## config.mk

```make
export PLATFORM = sky130hd
export DESIGN_NAME = eirh_top
export DESIGN_NICKNAME = d
export VERILOG_FILES = /design/src/core/eirh_pkg.sv /design/src/core/eirh_edge_detect.sv /design/src/core/eirh_runhalt.sv /design/src/core/eirh_top.sv
export SDC_FILE = /design/constraint.sdc
export NUM_CORES = 1
export LEC_CHECK = 0
export BUFFER_PORTS_ARGS = -buffer_cell sky130_fd_sc_hd__buf_2
export CAP_MARGIN = 20
export CORE_MARGIN = 8
export CORE_UTILIZATION = 41
export DETAILED_ROUTE_END_ITERATION = 7
export HOLD_SLACK_MARGIN = 0.12
export PLACE_DENSITY_LB_ADDON = 0.3
export RECOVER_POWER = 50
export SLEW_MARGIN = 20
export SYNTH_ARGS = -nofsm -noshare
export SYNTH_HDL_FRONTEND = slang
export SYNTH_SLANG_ARGS = --single-unit
```

## constraint.sdc

```tcl
create_clock -name clock -period 1.8 [get_ports clock]
set_clock_uncertainty 0.15 [all_clocks]
set_input_delay 0.27 -clock clock [delete_from_list [all_inputs] [get_ports clock]]
set_output_delay 0.27 -clock clock [all_outputs]
set_load 0.05 [all_outputs]
```

## src/core/eirh_pkg.sv

```systemverilog
// package for the edge interrupt and run/halt control block
// assumes a single 25 MHz clock; all constants and carrier types live here
package eirh_pkg;
	// clock and timing
	localparam int CLOCK_HZ = 25_000_000;
	localparam int REACT_MAX_US = 1000; // ack deadline after a dispatch is raised, in microseconds
	localparam int REACT_MAX_CYCLES = (CLOCK_HZ / 1_000_000) * REACT_MAX_US;
	localparam int CNT_W = 15;
	// handler numbers
	localparam logic [7:0] HANDLER_FALLBACK = 8'h00;
	localparam logic [7:0] HANDLER_TWO_FIRST = 8'h14; // handler 20
	localparam logic [7:0] HANDLER_TWO_SECOND = 8'h19; // handler 25
	localparam logic [7:0] HANDLER_FOUR_BASE = 8'h14; // handlers 20..23
	// system and io addresses (decimal 8000, 8100..8105)
	localparam logic [15:0] ADDR_HALT_DIAG = 16'h1f40;
	localparam logic [15:0] ADDR_IN_BASE = 16'h1fa4;
	localparam logic [15:0] ADDR_OUT_A = 16'h1fa8;
	localparam logic [15:0] ADDR_OUT_B = 16'h1fa9;
	localparam int BIT_HALT_RELEASED = 0;
	localparam int N_LINES = 4;
	// variant select
	typedef enum logic [0:0] {
		EIRH_VAR_TWO = 1'b0,
		EIRH_VAR_FOUR = 1'b1
	} eirh_variant_t;
	// operating state
	typedef enum logic [1:0] {
		EIRH_ST_BOOT = 2'b00,
		EIRH_ST_RUN = 2'b01,
		EIRH_ST_HALT = 2'b10,
		EIRH_ST_COLD = 2'b11
	} eirh_state_t;
	// dispatch request to the cpu
	typedef struct packed {
		logic valid;
		logic error_led;
		logic [7:0] handler;
	} eirh_dispatch_t;
	// cpu io access
	typedef struct packed {
		logic rd;
		logic wr;
		logic [15:0] addr;
		logic wdata;
	} eirh_io_req_t;
endpackage

```

## src/core/eirh_edge_detect.sv

```systemverilog
// rising edge detector for the interrupt lines
// assumes inputs already synchronous to clock
`timescale 1ns/1ps
`default_nettype none
module eirh_edge_detect (
	// clock and reset
	input wire logic clock,
	input wire logic resetn,
	// lines
	input wire logic [eirh_pkg::N_LINES-1:0] line_in,
	output logic [eirh_pkg::N_LINES-1:0] line_level,
	output logic [eirh_pkg::N_LINES-1:0] line_rise
);
	// state: registered level and one-cycle rise pulse
	typedef struct packed {
		logic [eirh_pkg::N_LINES-1:0] prev;
		logic [eirh_pkg::N_LINES-1:0] rise;
	} eirh_edge_state_t;
	eirh_edge_state_t st;
	eirh_edge_state_t next_st;
	// one pulse per low-to-high transition, per line
	always_comb begin
		next_st = st;
		next_st.prev = line_in;
		for (int i = 0; i < eirh_pkg::N_LINES; i++) begin
			next_st.rise[i] = line_in[i] & ~st.prev[i];
		end
	end
	// register the state
	always_ff @(posedge clock or negedge resetn) begin
		if (!resetn) begin
			st <= '0;
		end else begin
			st <= next_st;
		end
	end
	assign line_level = st.prev;
	assign line_rise = st.rise;
endmodule
`default_nettype wire

```

## src/core/eirh_runhalt.sv

```systemverilog
// run/halt state machine: front switch, jumper and start-up halt button
// assumes switch and button inputs synchronous to clock
`timescale 1ns/1ps
`default_nettype none
module eirh_runhalt (
	// clock and reset
	input wire logic clock,
	input wire logic resetn,
	// controls
	input wire logic switch_enable_jumper,
	input wire logic run_switch,
	input wire logic halt_button_n,
	// status
	output eirh_pkg::eirh_state_t run_state,
	output logic cold_start
);
	// state record
	typedef struct packed {
		eirh_pkg::eirh_state_t state;
		logic sw_prev;
		logic sw_seen;
		logic cold;
	} eirh_rh_state_t;
	eirh_rh_state_t st;
	eirh_rh_state_t next_st;
	// next state; the switch acts on its transitions only
	always_comb begin
		next_st = st;
		next_st.cold = 1'b0;
		next_st.sw_prev = run_switch;
		next_st.sw_seen = 1'b1;
		unique case (st.state)
			eirh_pkg::EIRH_ST_BOOT: begin
				// button held at start-up keeps us halted until a reset or an enabled run-switch edge
				if (!halt_button_n) begin
					next_st.state = eirh_pkg::EIRH_ST_HALT;
				end else begin
					next_st.state = eirh_pkg::EIRH_ST_COLD;
				end
			end
			eirh_pkg::EIRH_ST_COLD: begin
				next_st.cold = 1'b1;
				next_st.state = eirh_pkg::EIRH_ST_RUN;
			end
			eirh_pkg::EIRH_ST_RUN: begin
				if (switch_enable_jumper && st.sw_seen && st.sw_prev && !run_switch) begin
					next_st.state = eirh_pkg::EIRH_ST_HALT;
				end
			end
			eirh_pkg::EIRH_ST_HALT: begin
				// run edge restarts cold, never a plain resume
				if (switch_enable_jumper && st.sw_seen && !st.sw_prev && run_switch) begin
					next_st.state = eirh_pkg::EIRH_ST_COLD;
				end
			end
		endcase
	end
	// register the state
	always_ff @(posedge clock or negedge resetn) begin
		if (!resetn) begin
			st <= '{eirh_pkg::EIRH_ST_BOOT, 1'b0, 1'b0, 1'b0};
		end else begin
			st <= next_st;
		end
	end
	assign run_state = st.state;
	assign cold_start = st.cold;
endmodule
`default_nettype wire

```

## src/core/eirh_top.sv

```systemverilog
// edge interrupt dispatch and run/halt control
// assumes the cpu takes a dispatch when dispatch_ack is high and inputs are synchronous
`timescale 1ns/1ps
`default_nettype none
module eirh_top (
	// clock and reset
	input wire logic clock,
	input wire logic resetn,
	// configuration
	input wire eirh_pkg::eirh_variant_t variant,
	input wire logic [eirh_pkg::N_LINES-1:0] handler_present,
	input wire logic fallback_to_handler0,
	// field inputs
	input wire logic [eirh_pkg::N_LINES-1:0] irq_line,
	input wire logic switch_enable_jumper,
	input wire logic run_switch,
	input wire logic halt_button_n,
	// cpu side
	input wire eirh_pkg::eirh_io_req_t io_req,
	input wire logic dispatch_ack,
	output eirh_pkg::eirh_dispatch_t dispatch,
	output logic [31:0] io_rdata,
	output logic io_rvalid,
	output logic deadline_miss,
	// field outputs and status
	output logic general_output_a,
	output logic general_output_b,
	output eirh_pkg::eirh_state_t run_state,
	output logic cold_start
);
	logic [eirh_pkg::N_LINES-1:0] lvl;
	logic [eirh_pkg::N_LINES-1:0] rise;
	eirh_pkg::eirh_state_t rh_state;
	logic rh_cold;
	// edge detection per line
	eirh_edge_detect u_edge (
		.clock(clock),
		.resetn(resetn),
		.line_in(irq_line),
		.line_level(lvl),
		.line_rise(rise)
	);
	// run/halt control
	eirh_runhalt u_rh (
		.clock(clock),
		.resetn(resetn),
		.switch_enable_jumper(switch_enable_jumper),
		.run_switch(run_switch),
		.halt_button_n(halt_button_n),
		.run_state(rh_state),
		.cold_start(rh_cold)
	);
	// all state of the top in one record
	typedef struct packed {
		logic [eirh_pkg::N_LINES-1:0] pend;
		logic [eirh_pkg::CNT_W-1:0] age;
		eirh_pkg::eirh_dispatch_t disp;
		logic [31:0] rdata;
		logic rvalid;
		logic miss;
		logic out_a;
		logic out_b;
		eirh_pkg::eirh_state_t rs;
		logic cold;
	} eirh_top_state_t;
	eirh_top_state_t st;
	eirh_top_state_t next_st;
	logic [eirh_pkg::N_LINES-1:0] active;
	logic [eirh_pkg::N_LINES-1:0] pend_now;
	logic [1:0] sel;
	logic sel_ok;
	logic miss_set; // deadline event this cycle, so a cold start cannot hide it
	// which lines can raise interrupts in the chosen variant
	always_comb begin
		if (variant == eirh_pkg::EIRH_VAR_TWO) begin
			active = 4'h3;
		end else begin
			active = 4'hf;
		end
	end
	// fixed priority pick over pending lines, lowest index first
	always_comb begin
		pend_now = st.pend;
		sel = 2'd0;
		sel_ok = 1'b0;
		for (int i = eirh_pkg::N_LINES - 1; i >= 0; i--) begin
			if (pend_now[i]) begin
				sel = 2'(i);
				sel_ok = 1'b1;
			end
		end
	end
	// dispatch, io and status
	always_comb begin
		next_st = st;
		next_st.rvalid = 1'b0;
		next_st.rs = rh_state;
		next_st.cold = rh_cold;
		miss_set = 1'b0;
		// a dispatch slot frees when taken; a new edge sets pending, winning over clear
		if (st.disp.valid && dispatch_ack) begin
			next_st.disp = '0;
		end else if (!st.disp.valid) begin
			// the error lamp is a one-slot pulse, not a latch
			next_st.disp.error_led = 1'b0;
		end
		if (next_st.disp.valid == 1'b0 && sel_ok && rh_state == eirh_pkg::EIRH_ST_RUN) begin
			next_st.pend[sel] = 1'b0;
			next_st.disp.valid = 1'b1;
			next_st.disp.error_led = 1'b0;
			if (variant == eirh_pkg::EIRH_VAR_TWO) begin
				next_st.disp.handler = (sel == 2'd0) ? eirh_pkg::HANDLER_TWO_FIRST
					: eirh_pkg::HANDLER_TWO_SECOND;
				if (!handler_present[sel]) begin
					// unprogrammed: lamp, or the fallback handler when selected
					next_st.disp.handler = eirh_pkg::HANDLER_FALLBACK;
					next_st.disp.valid = fallback_to_handler0;
					next_st.disp.error_led = !fallback_to_handler0;
				end
			end else begin
				next_st.disp.handler = eirh_pkg::HANDLER_FOUR_BASE + 8'(sel);
			end
			next_st.age = '0;
		end else if (st.disp.valid && !(dispatch_ack)) begin
			// deadline watch; an ack within REACT_MAX_CYCLES of the dispatch keeps this from tripping
			if (st.age >= eirh_pkg::CNT_W'(eirh_pkg::REACT_MAX_CYCLES - 1)) begin
				next_st.miss = 1'b1;
				miss_set = 1'b1;
			end else begin
				next_st.age = st.age + 1'b1;
			end
		end
		for (int i = 0; i < eirh_pkg::N_LINES; i++) begin
			// four-input lines with no handler are plain inputs, not interrupts
			if (rise[i] && active[i]
				&& (variant == eirh_pkg::EIRH_VAR_TWO || handler_present[i])) begin
				next_st.pend[i] = 1'b1;
			end
		end
		// io reads
		if (io_req.rd) begin
			next_st.rvalid = 1'b1;
			next_st.rdata = '0;
			if (io_req.addr == eirh_pkg::ADDR_HALT_DIAG) begin
				next_st.rdata[eirh_pkg::BIT_HALT_RELEASED] = halt_button_n;
			end else if (variant == eirh_pkg::EIRH_VAR_FOUR
				&& io_req.addr >= eirh_pkg::ADDR_IN_BASE
				&& io_req.addr < eirh_pkg::ADDR_IN_BASE + 16'h0004) begin
				next_st.rdata[0] = lvl[2'(io_req.addr - eirh_pkg::ADDR_IN_BASE)];
			end else if (io_req.addr == eirh_pkg::ADDR_OUT_A) begin
				next_st.rdata[0] = st.out_a;
			end else if (io_req.addr == eirh_pkg::ADDR_OUT_B) begin
				next_st.rdata[0] = st.out_b;
			end
		end
		// io writes to the two general outputs
		if (io_req.wr && variant == eirh_pkg::EIRH_VAR_FOUR) begin
			if (io_req.addr == eirh_pkg::ADDR_OUT_A) begin
				next_st.out_a = io_req.wdata;
			end else if (io_req.addr == eirh_pkg::ADDR_OUT_B) begin
				next_st.out_b = io_req.wdata;
			end
		end
		// a cold start drops stale requests and clears the miss flag
		if (rh_cold) begin
			next_st.pend = '0;
			// a miss in the same cycle as the clear wins
			next_st.miss = miss_set;
		end
	end
	// register the state
	always_ff @(posedge clock or negedge resetn) begin
		if (!resetn) begin
			st <= '0;
		end else begin
			st <= next_st;
		end
	end
	// outputs straight from flops
	assign dispatch = st.disp;
	assign io_rdata = st.rdata;
	assign io_rvalid = st.rvalid;
	assign deadline_miss = st.miss;
	assign general_output_a = st.out_a;
	assign general_output_b = st.out_b;
	assign run_state = st.rs;
	assign cold_start = st.cold;
endmodule
`default_nettype wire

```

==> results.md, run 1 <==
- Per-cell routed wire length: 14.0 µm
- Clock latency on the worst-skew pair: 0.30 ns
- Setup crit start kind: flip-flop
- Total CTS buffers: 5
- Tcrit/Tclk final: 101%
- Comb pwr share: 43.7%
- Max Root-Sink Buffers: 2
- Compound-Gate Fraction of Synth Area: 13.5%
- Critical path class: flip-flop to flip-flop
- Sequential power share: 37.7%
- Clock share of power: 18.6%
- Normalized max-slew margin: 32.3%
- HPWL Detailed: 4.55 mm
- Max VDD drop: 0.731 mV
- Failing checks: negative setup slack
- Dpl ws: -0.0172 ns
- Largest cells by area after synthesis: dfrtp_1 43%, buf_4 13%, mux2i_1 3.3%, nand2_1 3.1%, a21oi_1 2.0%
- Synth Area in Adders: 0.463%
- Ys async rst share: 100%
- Initial Utilization: 42.6%
- Internal: 2130 µW
- Final Wtd Congestion: 0.876
- H-tree Lvls: 2
- Final worst setup slack: -0.0156 ns
- Max-cap viol count: 0
- Number of global-route vias before repair: 2197
- DR iter-0 viols: 101
- Synth Area in Simple Gates: 20.1%
- Main combinational cell family by area after synthesis: simple AND/OR/NAND/NOR gates
- ANT nets after route: 0
- Finished Cell Area: 3320 µm²
- Largest area contributor in the netlist: dfrtp_1
- Xor/xnor share of the synthesized area: 0%
- Crit Path Max Fanout: 9
- FP Rows: 29
- Sequential share of the synthesized area: 43.5%
- Worst slew pin tran: 1.02 ns
- Post-synth top flop: dfrtp_1
- Clock transition at the registers of the reported paths: 0.10 ns
- Cell count after synthesis: 269
- I/O Buffers: 49
- Drt total wl: 6.00 mm
- Post-synth EDFFs: 0
- Final setup violation count: 3
- # fillers: 585
- Static Leak: 0.00156 µW
- Pwr dens: 1150 nW/µm²
- Yosys top cell area share: 43.5%
- Switching share of power: 44.0%
- WP data arrival: 1.86 ns
- Diode count: 0
- Layout cells sized above 1: 33.5%
- Root buf cell: clkbuf_8
- Hold Worst Slack: 0.125 ns
- DRC viols: 0
- Crit end category: flip-flop
- P&R area growth vs syn: 22.6%
- Final-report hold violation count: 0
- Outcome: finished, violations left
- DR pass1 iterations: 4
- Routed via count: 2178
- All-layer global routing usage: 12.5%
- Post-Syn Area per Cell: 10.1 µm²
- Largest net degree at the start of global routing: 48
- First-pass GRT wire length: 10.2 mm
- Mux share of post-synthesis cell area: 5.41%
- Die area: 9450 µm²
- Pins Over Slew Limit: 0
- Worst hold path class: primary input to flip-flop
- Yosys Warn Count: 0
- Core area: 6350 µm²
- Clock sinks: 47
- Layout net count: 387
- Via/cell ratio: 5.08
- Post-Syn Area: 2710 µm²
- RSZ-0062 raised after global routing: yes
- Initial antenna violation count: 0
- CTS tree: done
- Critical Path RT: 1.85 ns
- Die X: 97.2 µm
- Distinct cell type count after synthesis: 55
- Fmax: 551 MHz
- DP Area: 3020 µm²
- I/O pins: 84
- Register bit total from synthesis: 47
- GR Overflow Total: 0
- Vert. Die Dim: 97.2 µm
- Net Switching: 1670 µW
- Tmin final: 1.82 ns
-- cells in the mapped netlist (all sizes together) (2+ instances only) --
| cell | n |
|---|---|
| and2 | 4 |
| o311ai | 3 |
| a32o | 4 |
| nand4 | 6 |
| clkbuf | 3 |
| nand2 | 22 |
| nor4 | 6 |
| nand4b | 2 |
| o31ai | 5 |
| conb | 2 |
| o22ai | 2 |
| nor3 | 8 |
| nand3 | 7 |
| o211ai | 2 |
| and4b | 3 |
| or4 | 7 |
| nor2b | 7 |
| o21a | 3 |
| buf | 52 |
| a31oi | 2 |
| nand3b | 2 |
| a21oi | 12 |
| mux2 | 3 |
| dfrtp | 47 |
| and3 | 2 |
| o41ai | 3 |
| nor2 | 3 |
| inv | 10 |
| o21ai | 11 |
| nand2b | 3 |
| mux2i | 9 |
-- cell type report --
type	count	area, µm²	area share (%)
Clock buffer	5	68.8	2.08
Clock inverter	3	31.3	0.943
Inverter	10	37.5	1.13
Multi-Input combinational cell	190	1280	38.6
Sequential cell	47	1180	35.7
Tap cell	77	96.3	2.91
Timing Repair Buffer	97	617	18.6
-- worst paths after layout --
| path | from | end | slack [ns] | cells past startpoint |
|---|---|---|---|---|
| max | st[61] | st[54] | -0.02 | 5 |
| min | switch_enable_jumper | u_rh.run_state[1] | 0.12 | 3 |
| max reg2reg | st[61] | st[54] | -0.02 | 5 |
| min reg2reg | u_edge.line_level[1] | u_edge.line_rise[1] | 0.27 | 1 |
| max in group asynchronous | resetn | st[57] | 0.21 | 3 |
| min in group asynchronous | resetn | u_rh.st[2] | 0.60 | 3 |
-- worst max-delay path: stages, from the launching register on --
cell     delay, ns
dfrtp_1       0.45
nor4_4        0.34
a21oi_4       0.14
buf_4         0.16
o31a_1        0.28
o21a_1        0.18
-- power groups by stage --
stage,logic (µW),clock network (µW),registers (µW)
after floorplan,1270,0,1430
after global placement,1570,0,1430
after detailed placement,1590,0,1430
after CTS,1620,738,1420
after global routing,1780,769,1460
final,1660,706,1430
-- layout by cell type (no fill, tap or decap), drive strengths merged, types with 3 or more instances in the layout --
cell / instances
o311ai: 3
or4: 7
nor3: 8
nor4: 6
nand2b: 3
o21a: 3
inv: 13
nor2: 3
mux2: 3
a32o: 4
conb: 35
nand2: 22
dfrtp: 47
clkbuf: 12
dlygate4sd3: 11
mux2i: 9
a21oi: 12
and2: 4
buf: 79
nor2b: 7
o31ai: 5
o21ai: 11
and4b: 3
nand4: 6
o41ai: 3
nand3: 7
-- metal layers --
layer	track usage [%]	vias to the layer above	wire [µm]
li1	-	1058	-
met1	15.9	1026	2800
met2	19.3	90	2630
met3	4.98	4	530
met4	3.15	0	42
met5	0	-	0
-- what timing repair did --
action                     4_1_cts  5_1_grt
pin swaps                        0        1
hold buffers                    11        0
setup endpoints to repair        9       17
hold endpoints to repair        63        0
resized for setup                4       20
buffers inserted                 0        4
-- registers in the layout, indices dropped and copies added (netlist names) --
| name | cells |
|---|---|
| cold_start | 1 |
| deadline_miss | 1 |
| dispatch | 7 |
| general_output_a | 1 |
| general_output_b | 1 |
| io_rdata | 1 |
| io_rvalid | 1 |
| pend_now | 4 |
| run_state | 2 |
| st | 15 |
| u_edge.line_level | 4 |
| u_edge.line_rise | 4 |
| u_rh.cold_start | 1 |
| u_rh.run_state | 2 |
| u_rh.st | 2 |
-- stage by stage --
step / setup TNS [ns] / power [µW] / utilization (%) / instances
floorplan: -0.0182 / 2710 / - / 302
global placement: 0 / 3000 / 47.6 / 406
detailed placement: -0.0262 / 3020 / 47.6 / 406
CTS: -0.0225 / 3770 / 51.1 / 425
global route: -0.873 / 4010 / 52.2 / 429
finish: -0.0419 / 3800 / 52.2 / 429
-- cell families (layout without fill, tap and decap cells) --
logic type / Yosys count / after routing
buffers and inverters: 65 / 115
other: 2 / 35
DFF: 47 / 47
muxes: 13 / 13
adders and majority gates: 1 / 1
and+or+nand+nor: 88 / 88
AOI/OAI and AO/OA: 53 / 53
No activity file was read; power rests on OpenSTA's default activity.
==> run 2: changes to the inputs <==
--- a/config.mk
+++ b/config.mk
@@ -7,6 +7,7 @@
 export LEC_CHECK = 0
 export BUFFER_PORTS_ARGS = -buffer_cell sky130_fd_sc_hd__buf_2
 export CAP_MARGIN = 20
+export CORE_ASPECT_RATIO = 1.75
 export CORE_MARGIN = 8
 export CORE_UTILIZATION = 41
 export DETAILED_ROUTE_END_ITERATION = 7
==> run 2 against run 1 <==
The flow still finishes with violations (negative setup slack). Non-clock buffer count rose by 17. Sequential share of layout area fell by 3.0 points. Combinational power rose by 17%. Worst hold slack improved by 0.019 ns. Sequential power barely moved. Global-route usage rose by 1.7 points. Maximum frequency fell by 1.3%. First-iteration DRC count fell by 35%. Largest power group unchanged.
==> results.md, run 2 (synthesized netlist as in run 1, its figures left out) <==
- Outcome: finished, violations left (unchanged)
- Failing checks: negative setup slack (unchanged)
- Final Total Pwr: 4390 µW (was 3800 µW)
- Number of global-route vias before repair: 2424 (was 2197)
- H-tree Lvls: 2 (unchanged)
- Fin cells: 451 (was 429)
- ANT nets after route: 0 (unchanged)
- WP data arrival: 1.84 ns (was 1.86 ns)
- DR pass1 iterations: 4 (unchanged)
- M1 WL: 2.35 mm (was 2.80 mm)
- Critical path class: flip-flop to flip-flop (unchanged)
- Max reg flops: 15 (unchanged)
- Max Root-Sink Buffers: 2 (unchanged)
- Final worst setup slack: -0.0393 ns (was -0.0156 ns)
- Routed via count: 2299 (was 2178)
- Max VDD drop: 0.844 mV (was 0.731 mV)
- RSZ-0062 raised after global routing: yes (unchanged)
- Layout net count: 405 (was 387)
- I/O pins: 84 (unchanged)
- I/O Buffers: 49 (unchanged)
- Die area: 9560 µm² (was 9450 µm²)
- Largest net degree at the start of global routing: 48 (unchanged)
- Pwr dens: 1210 nW/µm² (was 1150 nW/µm²)
- Diode count: 0 (unchanged)
- Crit Path Max Fanout: 8 (was 9)
- Clock share of power: 23.2% (was 18.6%)
- All-layer global routing usage: 14.2% (was 12.5%)
- Finished Cell Area: 3610 µm² (was 3320 µm²)
- Final Wtd Congestion: 0.931 (was 0.876)
- Clock sinks: 47 (unchanged)
- Comb pwr share: 44.1% (was 43.7%)
- First-pass GRT wire length: 11.0 mm (was 10.2 mm)
- P&R area growth vs syn: 33.6% (was 22.6%)
- Switching share of power: 40.2% (was 44.0%)
- Layout cells sized above 1: 39.6% (was 33.5%)
- Net Switching: 1760 µW (was 1670 µW)
- Clock latency on the worst-skew pair: 0.28 ns (was 0.30 ns)
- Static Leak: 0.00170 µW (was 0.00156 µW)
- Normalized max-slew margin: 56.6% (was 32.3%)
- Worst hold path class: primary input to flip-flop (unchanged)
- HPWL Detailed: 5.22 mm (was 4.55 mm)
- Sequential power share: 32.6% (was 37.7%)
- Vert. Die Dim: 123 µm (was 97.2 µm)
- GR Overflow Total: 0 (unchanged)
- Core area: 6440 µm² (was 6350 µm²)
- Final setup violation count: 4 (was 3)
- HP Start: io_req[16] (was switch_enable_jumper)
- Fmax: 544 MHz (was 551 MHz)
- Hold Path End: io_rdata[0] (was u_rh.run_state[1])
- Post-placement cell count: 418 (was 406)
- Hold Path Stages: 4 (was 3)
- Hold Worst Slack: 0.144 ns (was 0.125 ns)
- Die X: 77.4 µm (was 97.2 µm)
- R2r startpoint: st[58] (was st[61])
- Max-cap viol count: 0 (unchanged)
- Highest routed layer: met4 (unchanged)
- DRC viols: 0 (unchanged)
- CTS tree: done (unchanged)
- Tmin final: 1.84 ns (was 1.82 ns)
- Internal: 2630 µW (was 2130 µW)
- Worst slew pin tran: 0.651 ns (was 1.02 ns)
- Tcrit/Tclk final: 102% (was 101%)
- Initial Utilization: 42.0% (was 42.6%)
- Drt total wl: 7.06 mm (was 6.00 mm)
- FP Rows: 39 (was 29)
- Pins Over Slew Limit: 0 (unchanged)
- Reg2Reg Depth: 5 (unchanged)
- Via/cell ratio: 5.10 (was 5.08)
- Per-cell routed wire length: 15.6 µm (was 14.0 µm)
- DR iter-0 viols: 66 (was 101)
- R2R Path End: st[59] (was st[54])
- Top reg by flops: st (unchanged)
- Crit end category: flip-flop (unchanged)
- Root buf cell: clkbuf_16 (was clkbuf_8)
- DP Area: 3080 µm² (was 3020 µm²)
- Setup crit start kind: flip-flop (unchanged)
- Initial antenna violation count: 0 (unchanged)
- Worst R2R Setup Slack: -0.04 ns (was -0.02 ns)
- Critical Path RT: 1.80 ns (was 1.85 ns)
- DR WL met3: 291 µm (was 530 µm)
- Most frequent cells in the layout: 47 x buf_2, 47 x buf_4, 41 x dfrtp_1 (was 45 x buf_2, 40 x dfrtp_1, 35 x conb_1)
- Clock transition at the registers of the reported paths: 0.06 ns (was 0.10 ns)
- Total CTS buffers: 5 (unchanged)
- Final-report hold violation count: 0 (unchanged)
- Met2 routed WL: 4.16 mm (was 2.63 mm)
run 2: through the flow:
| stage | setup WS [ns] | utilization [%] | TNS, ns |
|---|---|---|---|
| 2_1_floorplan | -0.0124 | - | -0.0182 |
| 3_3_place_gp | -0.0123 | 47.8 | -0.0123 |
| 3_5_place_dp | -0.0506 | 47.8 | -0.266 |
| 4_1_cts | -0.0372 | 53.0 | -0.154 |
| 5_1_grt | -0.111 | 56.1 | -0.803 |
| 6_report | -0.0393 | 56.1 | -0.105 |
run 2: critical path, cell delays in order, from the launching register on:
cell and delay (ns):
dfrtp_2 0.45, nor4_4 0.37, a21oi_4 0.16, buf_4 0.20, o311ai_4 0.29, o41ai_2 0.11
run 2: how the worst max path moves through the flow:
| stage | to | slack, ns | from | depth (start not counted) |
|---|---|---|---|---|
| 4_1_cts | st[56] | -0.04 | st[59] | 4 |
| 6_report | st[59] | -0.04 | st[58] | 5 |
| 5_1_grt | st[59] | -0.11 | st[58] | 5 |
| 2_1_floorplan | st[61] | -0.01 | st[49] | 6 |
| 3_3_place_gp | dispatch[0] | -0.01 | pend_now[0] | 4 |
| 3_5_place_dp | dispatch[0] | -0.05 | pend_now[0] | 4 |
run 2: metal layers:
| layer | GRT usage [%] | vias up |
|---|---|---|
| met5 | 0 | - |
| met4 | 6.29 | 0 |
| met3 | 3.20 | 21 |
| met2 | 28.6 | 71 |
| met1 | 13.1 | 1105 |
| li1 | - | 1102 |
run 2: final cells by class:
cell class / count / area (µm²)
fillers: 590 / 2830
multi-input cells: 191 / 1350
flip-flops and latches: 47 / 1180
repair buffers: 114 / 774
clock buffers: 5 / 125
well taps: 82 / 103
clock inverters: 2 / 37.5
inverters: 10 / 37.5
run 2: power by group through the flow:
stage / Combinational, µW / Sequential, µW / Clock, µW
after floorplan: 1270 / 1430 / 0
after global placement: 1640 / 1440 / 0
after detailed placement: 1660 / 1450 / 0
after CTS: 1760 / 1430 / 1050
after global routing: 2090 / 1460 / 1090
final: 1940 / 1430 / 1020
run 2: what timing repair did:
action,4_1_cts,5_1_grt
gates resized for setup,12,25
hold buffers,11,0
gates cloned,0,1
pin swaps,8,5
endpoints found under the hold margin,63,0
setup endpoints to repair,13,19
buffers inserted,3,11
==> run 3: changes to the inputs <==
--- a/config.mk
+++ b/config.mk
@@ -5,14 +5,14 @@
 export SDC_FILE = /design/constraint.sdc
 export NUM_CORES = 1
 export LEC_CHECK = 0
-export BUFFER_PORTS_ARGS = -buffer_cell sky130_fd_sc_hd__buf_2
 export CAP_MARGIN = 20
 export CORE_ASPECT_RATIO = 1.75
 export CORE_MARGIN = 8
-export CORE_UTILIZATION = 41
+export CORE_UTILIZATION = 49
 export DETAILED_ROUTE_END_ITERATION = 7
+export DONT_BUFFER_PORTS = 1
 export HOLD_SLACK_MARGIN = 0.12
-export PLACE_DENSITY_LB_ADDON = 0.3
+export PLACE_DENSITY_LB_ADDON = 0.08
 export RECOVER_POWER = 50
 export SLEW_MARGIN = 20
 export SYNTH_ARGS = -nofsm -noshare
==> run 3 against run 2 <==
The run still ends with negative setup slack left. Combinational power is 27% lower. Register-to-register slack hardly changed. Worst setup slack worse by 0.0083 ns. Sequential cell count stayed put. Highest routed layer unchanged. Core utilization is 6.0 points higher. Power is 14% lower.
==> results.md, run 3 (synthesized netlist as in run 1, its figures left out) <==
- Die X: 72.2 µm (was 77.4 µm)
- Buf/Inv on CP: 1 (unchanged)
- Most frequent cells in the layout: 48 x buf_4, 45 x dfrtp_1, 35 x conb_1 (was 47 x buf_2, 47 x buf_4, 41 x dfrtp_1)
- Critical path class: flip-flop to flip-flop (unchanged)
- CP Depth: 5 (unchanged)
- Hold Worst Slack: 0.136 ns (was 0.144 ns)
- Failing checks: negative setup slack (unchanged)
- WP data arrival: 1.89 ns (was 1.84 ns)
- Normalized max-slew margin: 29.7% (was 56.6%)
- First-pass GRT wire length: 10.6 mm (was 11.0 mm)
- Setup crit start kind: flip-flop (unchanged)
- Worst R2R Setup Slack: -0.05 ns (was -0.04 ns)
- Reg2Reg Depth: 5 (unchanged)
- HPWL Detailed: 5.06 mm (was 5.22 mm)
- Routed via count: 2148 (was 2299)
- Critical Path RT: 1.84 ns (was 1.80 ns)
- Clock transition at the registers of the reported paths: 0.09 ns (was 0.06 ns)
- Fmax: 541 MHz (was 544 MHz)
- H-tree Lvls: 2 (unchanged)
- All-layer global routing usage: 16.5% (was 14.2%)
- Pwr dens: 1110 nW/µm² (was 1210 nW/µm²)
- Crit path cell chain: o211ai_1, a21oi_4, buf_4, o31a_1, o21a_1 (was nor4_4, a21oi_4, buf_4, o311ai_4, o41ai_2)
- Worst hold path class: primary input to flip-flop (unchanged)
- Final Wtd Congestion: 0.823 (was 0.931)
- GR Overflow Total: 0 (unchanged)
- Static Leak: 0.00152 µW (was 0.00170 µW)
- DR pass1 iterations: 4 (unchanged)
- Top reg by flops: st (unchanged)
- Worst path max stage delay: 0.42 ns (was 0.45 ns)
- DRC viols: 0 (unchanged)
- Tmin final: 1.85 ns (was 1.84 ns)
- Final worst setup slack: -0.0476 ns (was -0.0393 ns)
- # fillers: 489 (was 590)
- Diode count: 0 (unchanged)
- Final Total Pwr: 3780 µW (was 4390 µW)
- DR iter-0 viols: 98 (was 66)
- Layout net count: 370 (was 405)
- Slowest cell on the critical path: dfrtp_1 (was dfrtp_2)
- Tcrit/Tclk final: 103% (was 102%)
- Root buf cell: clkbuf_8 (was clkbuf_16)
- Initial Utilization: 49.6% (was 42.0%)
- Worst slew pin tran: 1.05 ns (was 0.651 ns)
- R2R Path End: st[54] (was st[59])
- Largest net degree at the start of global routing: 48 (unchanged)
- Per-cell routed wire length: 16.9 µm (was 15.6 µm)
- FP Rows: 36 (was 39)
- Die area: 8250 µm² (was 9560 µm²)
- Clock sinks: 47 (unchanged)
- DP Area: 2820 µm² (was 3080 µm²)
- I/O pins: 84 (unchanged)
- Core area: 5450 µm² (was 6440 µm²)
- Total CTS buffers: 5 (unchanged)
- Crit Path Max Fanout: 10 (was 8)
- CTS tree: done (unchanged)
- Crit-path leading delay family: compound AO/OA/AOI/OAI gates (unchanged)
- Max reg flops: 15 (unchanged)
- Final-report hold violation count: 0 (unchanged)
- Layout cells sized above 1: 26.3% (was 39.6%)
- Pins Over Slew Limit: 0 (unchanged)
- Finished Cell Area: 3390 µm² (was 3610 µm²)
- Final setup violation count: 6 (was 4)
- R2r startpoint: st[55] (was st[58])
- Worst setup path endpoint: st[54] (was st[59])
- Clock latency on the worst-skew pair: 0.30 ns (was 0.28 ns)
- Outcome: finished, violations left (unchanged)
- Number of global-route vias before repair: 2236 (was 2424)
- Crit end category: flip-flop (unchanged)
- Vert. Die Dim: 114 µm (was 123 µm)
- Max-cap viol count: 0 (unchanged)
- Initial antenna violation count: 0 (unchanged)
- ANT nets after route: 0 (unchanged)
- Commonest non-fill, non-tap cell in the layout: buf_4
- Via/cell ratio: 5.23 (was 5.10)
- Max Root-Sink Buffers: 2 (unchanged)
- Dpl ws: -0.118 ns (was -0.0506 ns)
- P&R area growth vs syn: 25.2% (was 33.6%)
- RSZ-0062 raised after global routing: yes (unchanged)
- Critical path origin: st[55] (was st[58])
- Final core utilization: 62.1% (was 56.1%)
- Drt total wl: 6.94 mm (was 7.06 mm)
- Max VDD drop: 0.817 mV (was 0.844 mV)
- I/O Buffers: 0 (was 49)
run 3: layout make-up:
cell class | instances | area, µm² | area share (%)
clock buffers | 7 | 76.3 | 2.25
well taps | 76 | 95.1 | 2.81
multi-input cells | 190 | 1330 | 39.2
inverters | 10 | 37.5 | 1.11
flip-flops and latches | 47 | 1180 | 34.8
repair buffers | 80 | 668 | 19.7
clock inverters | 1 | 5.00 | 0.148
run 3: layer usage:
metal	vias up	share of wire, %	track usage, %
met5	-	0	0
met4	0	4.8	8.64
met3	21	4.3	3.86
met2	54	61	32.2
met1	1046	30	14.7
li1	1027	-	-
run 3: what timing repair did:
item | in CTS | in global routing
hold buffers | 27 | 1
endpoints found under the hold margin | 71 | 1
pin swaps | 2 | 9
buffers inserted | 1 | 10
endpoints found under the setup margin | 17 | 20
resized for setup | 8 | 21
run 3: how the worst min path moves through the flow:
| stage | start | end | depth (start not counted) |
|---|---|---|---|
| after CTS | io_req[11] | io_rdata[0] | 4 |
| final | io_req[7] | general_output_b | 3 |
| after floorplan | resetn | cold_start | 0 |
| after global placement | resetn | st[60] | 0 |
| after global routing | io_req[7] | io_rdata[0] | 3 |
| after detailed placement | resetn | st[61] | 0 |
run 3: worst min-delay path: stages:
cell	delay [ns]
nor2_1	0.05
nand4_1	0.09
mux2_2	0.14
run 3: stage by stage:
step	TNS, ns	instances
5_1_grt	-1.13	411
6_report	-0.191	411
2_1_floorplan	-0.0182	302
3_3_place_gp	-0.426	364
4_1_cts	-0.395	400
3_5_place_dp	-0.688	364
run 3: power breakdown:
| part | switching, µW | internal (µW) |
|---|---|---|
| Combinational | 795 | 611 |
| Clock | 348 | 273 |
| Sequential | 494 | 1250 |
| Total | 1640 | 2140 |
